--- src/ssp_pkg.sv ---
// shared constants, field layout and carrier types of the serial port
// assumes one core clock and an Avalon-MM register slave in front
//
// How it works
// enable bit hands pins to serial port
// software disables before rewriting the configuration
// software sets pin directions per mode
// serial-in direction handled by port itself
// shift on programmed edge, capture opposite
// master transfer starts on buffer write
// master keeps receiving with serial-out off
// idle polarity sets resting clock level
// most significant bit goes first
// master rate: div 4, 16, 64, timer
// edge select set: first bit early
// slave shifts on external clock pulses
// slave path runs without master clocks
// external clock idles before slave enable
// select pin used only in mode 0100
// select high floats serial-out at once
// select high or disable clears bit count
// slave with edge select needs select
// serial-out as input stops transmission
// master transfer freezes during sleep
// device reset disables port, aborts transfer
// standard modes map to polarity and edge
// mode field encodes rates and slave kinds
// sample phase picks middle or end
// write while busy ignored, collision flag
// slave byte onto full buffer: overflow
// buffer, full bit, done flag together
// timer rate toggles clock per match
package ssp_pkg;

  // ************************************************************
  // register map (byte addresses)
  // ************************************************************
  localparam logic [4:0] OFS_BUFFER  = 5'h00;
  localparam logic [4:0] OFS_CONTROL = 5'h04;
  localparam logic [4:0] OFS_STATUS  = 5'h08;
  localparam logic [4:0] OFS_PINS    = 5'h0C;
  localparam logic [4:0] OFS_EVENT   = 5'h10;

  // ************************************************************
  // field positions
  // ************************************************************
  localparam int CTL_WRITE_COLLISION_FLAG  = 7;
  localparam int CTL_OVF   = 6;
  localparam int CTL_EN    = 5;
  localparam int CTL_CKP   = 4;
  localparam int STS_SMP   = 7;
  localparam int STS_CKE   = 6;
  localparam int STS_BF    = 0;
  localparam int PIN_SDO_DIR = 0;
  localparam int PIN_SCK_DIR = 1;
  localparam int PIN_SS_DIR  = 2;
  localparam int PIN_SDO_LAT = 4;
  localparam int PIN_SCK_LAT = 5;
  localparam int PIN_SS_LAT  = 6;
  localparam int PIN_LVL_LSB = 8;
  localparam int EVT_DONE    = 0;

  // synchronised input vector order
  localparam int IN_SDI = 0;
  localparam int IN_SCK = 1;
  localparam int IN_SS  = 2;
  localparam int IN_SDO = 3;

  // ************************************************************
  // reset values
  // ************************************************************
  localparam logic [7:0] CONTROL_RST = 8'h00;
  localparam logic [7:0] STATUS_RST  = 8'h00;
  localparam logic [7:0] PINS_RST    = 8'h07;

  // ************************************************************
  // mode codes and master half periods in core clocks
  // ************************************************************
  localparam logic [3:0] MODE_DIV4    = 4'h0;
  localparam logic [3:0] MODE_DIV16   = 4'h1;
  localparam logic [3:0] MODE_DIV64   = 4'h2;
  localparam logic [3:0] MODE_TIMER   = 4'h3;
  localparam logic [3:0] MODE_SLV_SEL = 4'h4;
  localparam logic [3:0] MODE_SLV_NOS = 4'h5;
  localparam logic [5:0] HALF_DIV4    = 6'h02;
  localparam logic [5:0] HALF_DIV16   = 6'h08;
  localparam logic [5:0] HALF_DIV64   = 6'h20;

  // ************************************************************
  // types
  // ************************************************************
  typedef struct packed {
    logic out;
    logic oe;
  } ssp_pin_t;

  typedef enum logic {ST_IDLE, ST_SHIFT} ssp_state_t;

endpackage

--- src/ssp_port.sv ---
// spi port engine: master and slave shifting, buffer, flags, pin muxing
// assumes an Avalon-MM master on core_clk and raw pad levels on the inputs
//
// Implementation choices: the Avalon-MM slave port and the address map.
`timescale 1ns/100ps
module ssp_port #(
  parameter int DATA_BITS = 8                  // bits per transfer
) (
  input  wire logic              core_clk,        // 40 MHz core clock
  input  wire logic              reset_n,         // async reset, low active
  input  wire logic [4:0]        avs_address,     // byte address
  input  wire logic              avs_read,        // read request
  input  wire logic              avs_write,       // write request
  input  wire logic [31:0]       avs_writedata,   // write data
  input  wire logic [3:0]        avs_byteenable,  // byte lanes
  output logic      [31:0]       avs_readdata,    // read data
  output logic                   avs_waitrequest, // stall
  input  wire logic              serialInPin,     // serial data in pad
  input  wire logic              serialOutIn,     // serial-out pad level
  output ssp_pkg::ssp_pin_t      serialOutPin,    // serial-out drive
  input  wire logic              serialClkIn,     // serial clock pad level
  output ssp_pkg::ssp_pin_t      serialClkPin,    // serial clock drive
  input  wire logic              selectIn,        // select pad level
  output ssp_pkg::ssp_pin_t      selectPin,       // select pad drive
  input  wire logic              timerMatch,      // interval timer pulse
  input  wire logic              sleepMode,       // device asleep
  output logic                   transferDone     // sticky done flag
);

  // ************************************************************
  // elaboration checks
  // ************************************************************
  if (DATA_BITS < 4 || DATA_BITS > 16) begin : g_chk
    $error("DATA_BITS must lie between 4 and 16");
  end

  localparam logic [5:0] LAST_K   = 6'(2 * DATA_BITS);
  localparam logic [3:0] LAST_BIT = 4'(DATA_BITS - 1);

  // ************************************************************
  // declarations
  // ************************************************************
  logic [3:0]           sync1;
  logic [3:0]           sync2;
  logic [3:0]           sync3;
  logic [3:0]           pinLevel;
  logic                 rdAck;
  logic                 ctlEnable;
  logic                 clock_idle_polarity;
  logic [3:0]           mode;
  logic                 write_collision_flag;
  logic                 ovf;
  logic                 sample_phase_select;
  logic                 cke;
  logic                 bf;
  logic [7:0]           pinCtl;
  logic [DATA_BITS-1:0] bufData;
  logic [DATA_BITS-1:0] shiftReg;
  logic                 outBit;
  logic                 sckLevel;
  logic                 sckPrev;
  logic [3:0]           bitCnt;
  logic [5:0]           halfCnt;
  logic [5:0]           k;
  ssp_pkg::ssp_state_t  state;

  // ************************************************************
  // pad synchroniser: three stages, change taken when 2 and 3 agree
  // ************************************************************
  always_ff @(posedge core_clk or negedge reset_n) begin
    if (!reset_n) begin
      sync1    <= 4'h0;
      sync2    <= 4'h0;
      sync3    <= 4'h0;
      pinLevel <= 4'h0;
    end else begin
      sync1    <= {serialOutIn, selectIn, serialClkIn, serialInPin};
      sync2    <= sync1;
      sync3    <= sync2;
      pinLevel <= (~(sync2 ^ sync3) & sync3) | ((sync2 ^ sync3) & pinLevel);
    end
  end

  // ************************************************************
  // bus decode
  // ************************************************************
  wire hitBuf   = (avs_address == ssp_pkg::OFS_BUFFER);
  wire hitCtl   = (avs_address == ssp_pkg::OFS_CONTROL);
  wire hitSts   = (avs_address == ssp_pkg::OFS_STATUS);
  wire hitPins  = (avs_address == ssp_pkg::OFS_PINS);
  wire hitEvt   = (avs_address == ssp_pkg::OFS_EVENT);
  wire wrLow    = avs_write & avs_byteenable[0];
  wire [7:0] wd = avs_writedata[7:0];
  wire bufWrite = wrLow & hitBuf;
  wire bufRead  = avs_read & rdAck & hitBuf;  // the edge the master takes data

  // ************************************************************
  // mode decode and select handling
  // ************************************************************
  wire isMaster  = (mode[3:2] == 2'b00);
  wire isSlave   = (mode == ssp_pkg::MODE_SLV_SEL) | (mode == ssp_pkg::MODE_SLV_NOS);
  wire ssDir     = pinCtl[ssp_pkg::PIN_SS_DIR];
  wire ssLat     = pinCtl[ssp_pkg::PIN_SS_LAT];
  wire selActive = ctlEnable & (mode == ssp_pkg::MODE_SLV_SEL) & ssDir & ssLat;
  wire selHigh   = selActive & pinLevel[ssp_pkg::IN_SS];
  wire engClear  = ~ctlEnable | selHigh;
  wire slaveRun  = ctlEnable & isSlave & ~selHigh;
  wire busy      = (state == ssp_pkg::ST_SHIFT) | (isSlave & (bitCnt != 4'h0));
  wire wrCollide = bufWrite & busy & ctlEnable;
  wire wrAccept  = bufWrite & ~wrCollide;
  wire mStart    = wrAccept & ctlEnable & isMaster;

  // ************************************************************
  // master timing: divided core clock or timer match
  // ************************************************************
  wire [5:0] halfLen = (mode == ssp_pkg::MODE_DIV4)  ? ssp_pkg::HALF_DIV4  :
                       (mode == ssp_pkg::MODE_DIV16) ? ssp_pkg::HALF_DIV16 :
                                                       ssp_pkg::HALF_DIV64;
  wire timerMode = (mode == ssp_pkg::MODE_TIMER);
  wire halfTick  = timerMode ? timerMatch : (halfCnt == halfLen - 6'h01);
  wire mStep     = (state == ssp_pkg::ST_SHIFT) & ~sleepMode & halfTick;
  wire [5:0] kNext    = k + 6'h01;
  wire [5:0] lastK    = LAST_K + {5'h00, ~cke & sample_phase_select};
  wire [5:0] capFirst = (cke ? 6'h01 : 6'h02) + {5'h00, sample_phase_select};
  wire mOutEdge = (cke ? ~kNext[0] : kNext[0]) & (kNext <= LAST_K);
  wire mCapEdge = (kNext >= capFirst) & (kNext[0] == capFirst[0]);
  wire mToggle  = mStep & (kNext <= LAST_K);
  wire mCapture = mStep & mCapEdge;
  wire mDone    = mStep & (kNext == lastK);

  // ************************************************************
  // slave timing: edges of the synchronised external clock
  // ************************************************************
  wire sckNow    = pinLevel[ssp_pkg::IN_SCK];
  wire sckChange = sckNow ^ sckPrev;
  wire sLead     = sckChange & (sckNow != clock_idle_polarity);
  wire sTrail    = sckChange & (sckNow == clock_idle_polarity);
  wire sOut      = slaveRun & (cke ? sTrail : sLead);
  wire sCapture  = slaveRun & (cke ? sLead : sTrail);
  wire sDone     = sCapture & (bitCnt == LAST_BIT);

  // ************************************************************
  // byte completion
  // ************************************************************
  wire [DATA_BITS-1:0] capShift = {shiftReg[DATA_BITS-2:0], pinLevel[ssp_pkg::IN_SDI]};
  wire [DATA_BITS-1:0] doneByte = (mCapture | sCapture) ? capShift : shiftReg;
  wire byteDone  = mDone | sDone;
  wire overflow  = sDone & bf & ~bufRead;
  wire loadBuf   = byteDone & ~overflow;

  // ************************************************************
  // control, status and pin registers
  // ************************************************************
  always_ff @(posedge core_clk or negedge reset_n) begin
    if (!reset_n) begin
      ctlEnable <= ssp_pkg::CONTROL_RST[ssp_pkg::CTL_EN];
      clock_idle_polarity       <= ssp_pkg::CONTROL_RST[ssp_pkg::CTL_CKP];
      mode      <= ssp_pkg::CONTROL_RST[3:0];
      write_collision_flag      <= ssp_pkg::CONTROL_RST[ssp_pkg::CTL_WRITE_COLLISION_FLAG];
      ovf       <= ssp_pkg::CONTROL_RST[ssp_pkg::CTL_OVF];
      sample_phase_select       <= ssp_pkg::STATUS_RST[ssp_pkg::STS_SMP];
      cke       <= ssp_pkg::STATUS_RST[ssp_pkg::STS_CKE];
      pinCtl    <= ssp_pkg::PINS_RST;
    end else begin
      if (wrLow & hitCtl) begin
        ctlEnable <= wd[ssp_pkg::CTL_EN];
        clock_idle_polarity       <= wd[ssp_pkg::CTL_CKP];
        mode      <= wd[3:0];
      end
      if (wrLow & hitSts) begin
        sample_phase_select <= wd[ssp_pkg::STS_SMP];
        cke <= wd[ssp_pkg::STS_CKE];
      end
      if (wrLow & hitPins) begin
        pinCtl <= wd;
      end
      write_collision_flag <= wrCollide | ((wrLow & hitCtl) ? wd[ssp_pkg::CTL_WRITE_COLLISION_FLAG] : write_collision_flag);
      ovf  <= overflow  | ((wrLow & hitCtl) ? wd[ssp_pkg::CTL_OVF]  : ovf);
    end
  end

  // ************************************************************
  // buffer, full bit and done flag; a hardware set beats a clear
  // ************************************************************
  always_ff @(posedge core_clk or negedge reset_n) begin
    if (!reset_n) begin
      bufData      <= '0;
      bf           <= 1'b0;
      transferDone <= 1'b0;
    end else begin
      if (loadBuf) begin
        bufData <= doneByte;
      end else if (wrAccept) begin
        bufData <= avs_writedata[DATA_BITS-1:0];
      end
      bf <= loadBuf | (bf & ~bufRead);
      transferDone <= loadBuf |
        ((wrLow & hitEvt) ? wd[ssp_pkg::EVT_DONE] : transferDone);
    end
  end

  // ************************************************************
  // master sequencer and serial clock generator
  // ************************************************************
  always_ff @(posedge core_clk or negedge reset_n) begin
    if (!reset_n) begin
      state    <= ssp_pkg::ST_IDLE;
      halfCnt  <= 6'h00;
      k        <= 6'h00;
      sckLevel <= 1'b0;
    end else begin
      case (state)
        ssp_pkg::ST_IDLE: begin
          sckLevel <= clock_idle_polarity;
          halfCnt  <= 6'h00;
          k        <= 6'h00;
          if (mStart) begin
            state <= ssp_pkg::ST_SHIFT;
          end
        end
        ssp_pkg::ST_SHIFT: begin
          if (engClear) begin
            state <= ssp_pkg::ST_IDLE;
          end else if (!sleepMode) begin
            halfCnt <= halfTick ? 6'h00 : halfCnt + 6'h01;
            if (mStep) begin
              k <= kNext;
            end
            if (mToggle) begin
              sckLevel <= ~sckLevel;
            end
            if (mDone) begin
              state <= ssp_pkg::ST_IDLE;
            end
          end
        end
        default: state <= ssp_pkg::ST_IDLE;
      endcase
    end
  end

  // ************************************************************
  // shared shift register, output bit and slave bit counter
  // ************************************************************
  always_ff @(posedge core_clk or negedge reset_n) begin
    if (!reset_n) begin
      shiftReg <= '0;
      outBit   <= 1'b0;
      bitCnt   <= 4'h0;
      sckPrev  <= 1'b0;
    end else begin
      sckPrev <= sckNow;
      if (engClear) begin
        bitCnt <= 4'h0;
      end else if (sCapture) begin
        bitCnt <= sDone ? 4'h0 : bitCnt + 4'h1;
      end
      if (wrAccept & ctlEnable) begin
        shiftReg <= avs_writedata[DATA_BITS-1:0];
        outBit   <= avs_writedata[DATA_BITS-1];
      end else begin
        if ((mStep & mOutEdge) | sOut) begin
          outBit <= shiftReg[DATA_BITS-1];
        end
        if (mCapture | sCapture) begin
          shiftReg <= capShift;
        end
      end
    end
  end

  // ************************************************************
  // pad drivers: serial-out, and the clock in master modes, from the serial port when enabled; general I/O otherwise
  // ************************************************************
  wire sdoDir  = pinCtl[ssp_pkg::PIN_SDO_DIR];
  wire sckDir  = pinCtl[ssp_pkg::PIN_SCK_DIR];
  wire sdoFloat = selActive & selectIn;
  assign serialOutPin.out = ctlEnable ? outBit : pinCtl[ssp_pkg::PIN_SDO_LAT];
  assign serialOutPin.oe  = ~sdoDir & ~(ctlEnable & sdoFloat);
  assign serialClkPin.out = (ctlEnable & isMaster) ? sckLevel :
                            pinCtl[ssp_pkg::PIN_SCK_LAT];
  assign serialClkPin.oe  = ~sckDir;
  assign selectPin.out    = ssLat;
  assign selectPin.oe     = ~ssDir;

  // ************************************************************
  // register read-back, one wait state on reads
  // ************************************************************
  wire [7:0] ctlRead = {write_collision_flag, ovf, ctlEnable, clock_idle_polarity, mode};
  wire [7:0] stsRead = {sample_phase_select, cke, 5'h00, bf};
  wire [31:0] rdMux =
    hitBuf  ? {{(32-DATA_BITS){1'b0}}, bufData} :
    hitCtl  ? {24'h000000, ctlRead} :
    hitSts  ? {24'h000000, stsRead} :
    hitPins ? {20'h00000, pinLevel, pinCtl} :
    hitEvt  ? {31'h00000000, transferDone} : 32'h00000000;
  assign avs_waitrequest = avs_read & ~rdAck;

  always_ff @(posedge core_clk or negedge reset_n) begin
    if (!reset_n) begin
      rdAck        <= 1'b0;
      avs_readdata <= 32'h00000000;
    end else begin
      rdAck <= avs_read & ~rdAck;
      if (avs_read & ~rdAck) begin
        avs_readdata <= rdMux;
      end
    end
  end
endmodule

--- config.mk ---
export PLATFORM = sky130hd
export DESIGN_NAME = ssp_port
export DESIGN_NICKNAME = d
export VERILOG_FILES = /design/src/ssp_pkg.sv /design/src/ssp_port.sv
export SDC_FILE = /design/constraint.sdc
export NUM_CORES = 1
export LEC_CHECK = 0
export ABC_AREA = 1
export CAP_MARGIN = 20
export CORE_MARGIN = 3
export CORE_UTILIZATION = 64
export DETAILED_ROUTE_END_ITERATION = 10
export DONT_BUFFER_PORTS = 1
export MAX_ROUTING_LAYER = met4
export PLACE_DENSITY_LB_ADDON = 0.15
export SLEW_MARGIN = 20
export SYNTH_ARGS = -nofsm -noshare
export SYNTH_HDL_FRONTEND = slang
export SYNTH_SLANG_ARGS = --single-unit
--- constraint.sdc ---
create_clock -name core_clk -period 2.1 [get_ports core_clk]
set_input_delay 0.21 -clock core_clk [delete_from_list [all_inputs] [get_ports core_clk]]
set_output_delay 0.21 -clock core_clk [all_outputs]
set_load 0.02 [all_outputs]
After elaboration in Yosys (flattened, before gate mapping)
Cells that the tools add are included.
Widths: inputs -> output; s select.
{"block": "totals", "regBits": 105, "input_bits": 51, "output_inout_bits": 40, "wordCells": 178}
{"block": "op_classes", "addsub": 6, "magnitude_cmp": 2, "n_eq_ne": 18, "muxes": 43, "bitwise_logic": 74, "reduce_logical": 10}
{"cell": "$mux 12", "count": 4}
{"cell": "$mux 6", "count": 8}
{"cell": "$and 1x1->1", "count": 43}
{"cell": "$mux 8", "count": 4}
{"cell": "$pmux 6 s2", "count": 2}
{"cell": "$mux 1", "count": 19}
{"cell": "$not 1->1", "count": 15}
{"cell": "$add 6x1->6 const B", "count": 2}
{"cell": "$eq 4x3->1 const B", "count": 3}
{"cell": "$eq 6x6->1", "count": 2}
{"cell": "$mux 4", "count": 3}
{"cell": "$eq 5x4->1 const B", "count": 2}
{"cell": "$or 1x1->1", "count": 10}
{"cell": "$and 4x4->4", "count": 2}
{"cell": "$add 5x1->6 const A", "count": 1}
{"cell": "$ge 6x3->1", "count": 1}
{"cell": "$le 6x5->1 const B", "count": 1}
{"cell": "$reduce_and 3->1", "count": 2}
{"cell": "$reduce_bool 2->1", "count": 3}
{"cell": "$sub 6x1->6 const B", "count": 1}
{"cell": "$eq 5x3->1 const B", "count": 1}
{"cell": "$eq 5x5->1 const B", "count": 1}
{"cell": "$logic_not 5->1", "count": 1}
{"cell": "$add 4x1->4 const B", "count": 1}
{"cell": "other kinds (17)", "count": 21}

Logic depth before layout (Yosys ltp)
{"block": "depth", "word_depth": 14, "depth_mapped": 14, "depth_no_buf": 13}

Least setup slack after synthesis
OpenSTA, ideal clock, no wires.
{"block": "synth_timing", "path_kind": "register to register", "start": "register k[0]", "end": "register bufData[0]", "setup_ns": 0.124, "t_arrival_ns": 1.824, "required_ns": 1.976, "slack_ns": 0.152, "path_stages_with_launch": 11, "path_buffers": 0, "synth_period_minus_slack_ns": 1.948, "cell_sequence": "dfrtp_1 ha_1 ha_1 o21ai_0 nand3b_1 nor2_1 nor2_2 nand2_4 nand3_1 nand3_1 nand3_1"}
{"block": "synth_between", "elab_chain_cells": 7, "word_cells_on_any_way": 13, "classes_between": "add/sub (1); order compare (1); eq/ne (2); mux (2); bitwise (6); reduce/logical (1)"}
{"element": "from (decl)", "line": "ssp_port.sv:64", "rtl": "logic [5:0] k;"}
{"element": "from (signal assigned)", "line": "ssp_port.sv:227", "rtl": "k <= kNext;"}
{"element": "$add 6x1->6 *", "line": "ssp_port.sv:122", "rtl": "wire [5:0] kNext = k + 6'h01;"}
{"element": "$ge 6x3->1 / $eq 1x1->1 (equally long branches)", "line": "ssp_port.sv:126", "rtl": "wire mCapEdge = (kNext >= capFirst) & (kNext[0] == capFirst[0]);"}
{"element": "$and 1x1->1", "line": "ssp_port.sv:126"}
{"element": "$and 1x1->1", "line": "ssp_port.sv:128", "rtl": "wire mCapture = mStep & mCapEdge;"}
{"element": "$or 1x1->1", "line": "ssp_port.sv:146", "rtl": "wire [DATA_BITS-1:0] doneByte = (mCapture | sCapture) ? capShift : shiftReg;"}
{"element": "$mux 8"}
{"element": "$mux 8", "line": "ssp_port.sv:191", "rtl": "if (loadBuf) begin"}
{"element": "to (signal assigned)", "line": "ssp_port.sv:192", "rtl": "bufData <= doneByte;"}
{"element": "to (signal assigned)", "line": "ssp_port.sv:194", "rtl": "bufData <= avs_writedata[DATA_BITS-1:0];"}
{"element": "to (decl)", "line": "ssp_port.sv:57", "rtl": "logic [DATA_BITS-1:0] bufData;"}
Mark *: on every way between the ends. The rest lies on a longest branch, timed or not.
A chain may end at the register's enable or synchronous reset.

Worst setup path after layout
{"block": "layout_timing", "start": "register k[1]", "end": "register bufData[0]"}
{"block": "layout_between", "elab_chain_cells": 7, "word_cells_on_any_way": 12, "classes_between": "add/sub (1); order compare (1); eq/ne (1); mux (2); bitwise (6); reduce/logical (1)"}
{"element": "$add 6x1->6 *", "line": "ssp_port.sv:122"}
{"element": "$ge 6x3->1", "line": "ssp_port.sv:126"}
{"element": "$and 1x1->1", "line": "ssp_port.sv:126"}
{"element": "$and 1x1->1", "line": "ssp_port.sv:128"}
{"element": "$or 1x1->1", "line": "ssp_port.sv:146"}
{"element": "$mux 8"}
{"element": "$mux 8", "line": "ssp_port.sv:191"}
Marks and branches as above.

==> reports/metrics.yaml <==
grt:
  gr-total-overflow: 0
  grt_first_pass_wirelength_um: 16620
  antenna_found_initial: 0
  grt.total_usage_pct: 28.10
  grt_pass1_vias: 3447
  grt_max_degree: 86
power:
  p_total_mw: 3.642
  peakVddDrop_mv: 0.5712
  power_leakage_nw: 2.370
  p_per_area_nw_per_um2: 735.9
floorplanning:
  core_area_um2: 6568
  dieHeight_um: 89.64
  die-area_um2: 8034
  die_w_um: 89.64
  num_rows: 29
  start_util_pct: 68.17
  ioPinCount: 91
finish:
  finalNetCount: 629
  drive_gt1_share_pct: 14.31
  fin_cells: 666
  multi_input_area_um2: 2024
  fillerInstances: 486
  area_delta_synth_final_pct: 10.54
  design_area_um2: 4949
  final-seq-area_um2: 2133
  post-route-util_pct: 75.35
  antenna_cells: 0
synthesis:
  netlist_instances: 547
  synth_top_flop_cell: "dfrtp_1"
  synthArstFlopShare_pct: 100.0
  synth_cell_types: 38
  seq_area_frac_synth_pct: 47.60
  synth_edf_count: 0
  syn_area_um2: 4477
  ys_warn_count: 0
  ys_seq_elements: 85
  syn_avg_cell_area_um2: 8.184
critical_path:
  arrival_ns: 2.25
  cp.buffers_inverters: 0
  path_common_cell: "nor2_2"
  cp-end-kind: "register"
  critPathLaunch: "k[1]"
  cp-start-kind: "register"
  critPathMaxStageDelay_ns: 0.39
  r2r_slack_ns: 0.09
  critPathKind: "reg2reg"
  path_max_fanout: 8
  critPathTopFamily: "simple AND/OR/NAND/NOR gates"
  cp_cell_sequence: "ha_2 -> xor2_2 -> ha_1 -> o21ai_1 -> nand3b_1 -> nor2_2 -> nor2_2 -> nand2_4 -> nand2_8 -> nand2_2 -> nand3_2 -> nand3_1"
  crit_end: "bufData[0]"
  path_depth: 12
  required_ns: 2.34
  reg2regPathDepth: 12
  reg2reg_to: "bufData[0]"
  critPathSlowestCell: "dfrtp_1"
  rr_startpoint: "k[1]"
routing:
  drt-total-wl_um: 10540
  wl_per_cell_um: 15.83
  drtIter0Drc: 394
  vias: 3889
  route.detailed.drc: 0
  via_per_inst: 5.839
  ant_nets: 0
  first_pass_iters: 5
clock_network:
  numCtsBuffers: 9
  postCtsHoldBufs: 5
  htreeDepth: 3
  cts.sink_count: 85
  clk_pin_slew_ns: 0.08
  cts_tree: "done"
  clk_latency_ns: 0.35
  clockBufferDepth: 2
  clockRootBuffer: "clkbuf_8"
placed_design:
  io_buffers: 0
  gp_congestion: 0.9799
  placed_cells: 641
  dpl-instance-area_um2: 4549
  dp.final_hpwl_um: 7292
  pre_cts_ws_ns: 0.07060
timing:
  fmax_ghz: 0.4979
  fin_ws_ns: 0.09142
  final-hold-violation-count: 85
  rsz0062_at_grt: "true"
  setup_tns_ns: 0
  hold_slack_ns: -0.4539
  layout_min_cycle_time_ns: 2.009
  setup_viol: 0
  slew_headroom_pct: 60.07
  tightest_slew_ns: 0.5944
  fin_skew_ns: 0.006141
  period_share_pct: 95.65
  drv_slew: 0
worst_hold_path:
  min_path_type: "in2async"
job:
  max_cap_viol_count: 0
outcome:
  status: "finished, violations left"
  violations: "hold timing"
[cell usage in the layout, fill, tap and decap left out, types with 2 or more instances in the layout]
cell and n:
conb_1 20, dfrtp_2 2, nand2_2 8, o21ai_1 9
inv_2 8, nand4_1 9, a21oi_1 13, o21ai_0 39
dlygate4sd3_1 5, nor2_1 31, clkbuf_8 14, buf_4 14
nor2_2 8, nand3_2 6, nand2_4 3, nand3_1 74
a21oi_2 3, ha_1 9, o21ai_2 3, o211ai_1 3
o22ai_1 6, nand2_1 106, nor3_1 3, maj3_1 4
a41oi_1 2, xor2_1 2, inv_1 66, dfstp_2 3
nor3b_1 2, o31ai_1 3, dfrtp_1 80
[cells by family after synthesis]
kind of cell	synth area share, %
AO/OA/AOI/OAI	10.98
XOR/XNOR	0.7827
adder cells (fa/ha/maj)	3.689
buffers and inverters	10.79
flip-flops	47.60
other	0.08377
AND/OR/NAND/NOR	26.08
[state kept, by name (all words and copies together), names as in the netlist, 6 cells and up, named ones only]
register / cells
halfCnt: 6
pinCtl: 8
avs_readdata: 12
shiftReg: 8
bufData: 8
k: 6
[where the power goes]
group	total [mW]	leakage, nW	internal, mW	switching [mW]
logic	0.451	1.21	0.156	0.296
clock network	1.28	0.115	0.713	0.570
registers	1.91	1.04	1.77	0.134
total	3.64	2.37	2.64	0.999
[worst min path at each step]
stage / endpoint / slack, ns / cells after the start
floorplan: asynchronous set/reset pin / -0.09 / 0
detailed placement: k[0] / -0.08 / 0
CTS: halfCnt[0] / -0.46 / 0
global route: avs_readdata[7] / -0.48 / 0
finish: k[3] / -0.45 / 0
global placement: k[4] / -0.08 / 0
[area by class of cell]
cell class | count | area share [%]
clock inverter | 2 | 0.7585
timing repair buffer | 20 | 3.363
tap | 93 | 2.351
clock buffer | 14 | 3.894
inverter | 74 | 5.613
sequential | 85 | 43.11
multi-input combinational | 378 | 40.91
[synth_stat cells (4+ instances only)]
cell	n	area (um^2)
clkbuf_1	5	18.77
nand3_1	78	390.4
nor2_1	33	123.9
inv_2	8	30.03
nor2_2	6	37.54
a21oi_1	14	70.07
buf_4	22	165.2
inv_1	66	247.7
o22ai_1	6	37.54
o21ai_1	11	55.05
nand4_1	9	56.30
dfrtp_1	82	2052
maj3_1	4	40.04
o21ai_0	40	200.2
nand2_1	111	416.7
ha_1	10	125.1
[repair_timing]
action,CTS,global route
setup endpoints to repair,1,17
pin swaps,0,6
endpoints found under the hold margin,90,85
buffers inserted,0,3
resized for setup,1,23
gates cloned,0,1
[routing by layer]
metal / wire length, um / vias to the layer above / track usage (%)
li1: - / 1804 / -
met1: 4531 / 1846 / 39.10
met2: 4810 / 210 / 41.09
met3: 978 / 29 / 7.755
met4: 223 / 0 / 7.037
met5: 0 / - / -
No activity file was read; power rests on OpenSTA's default activity.
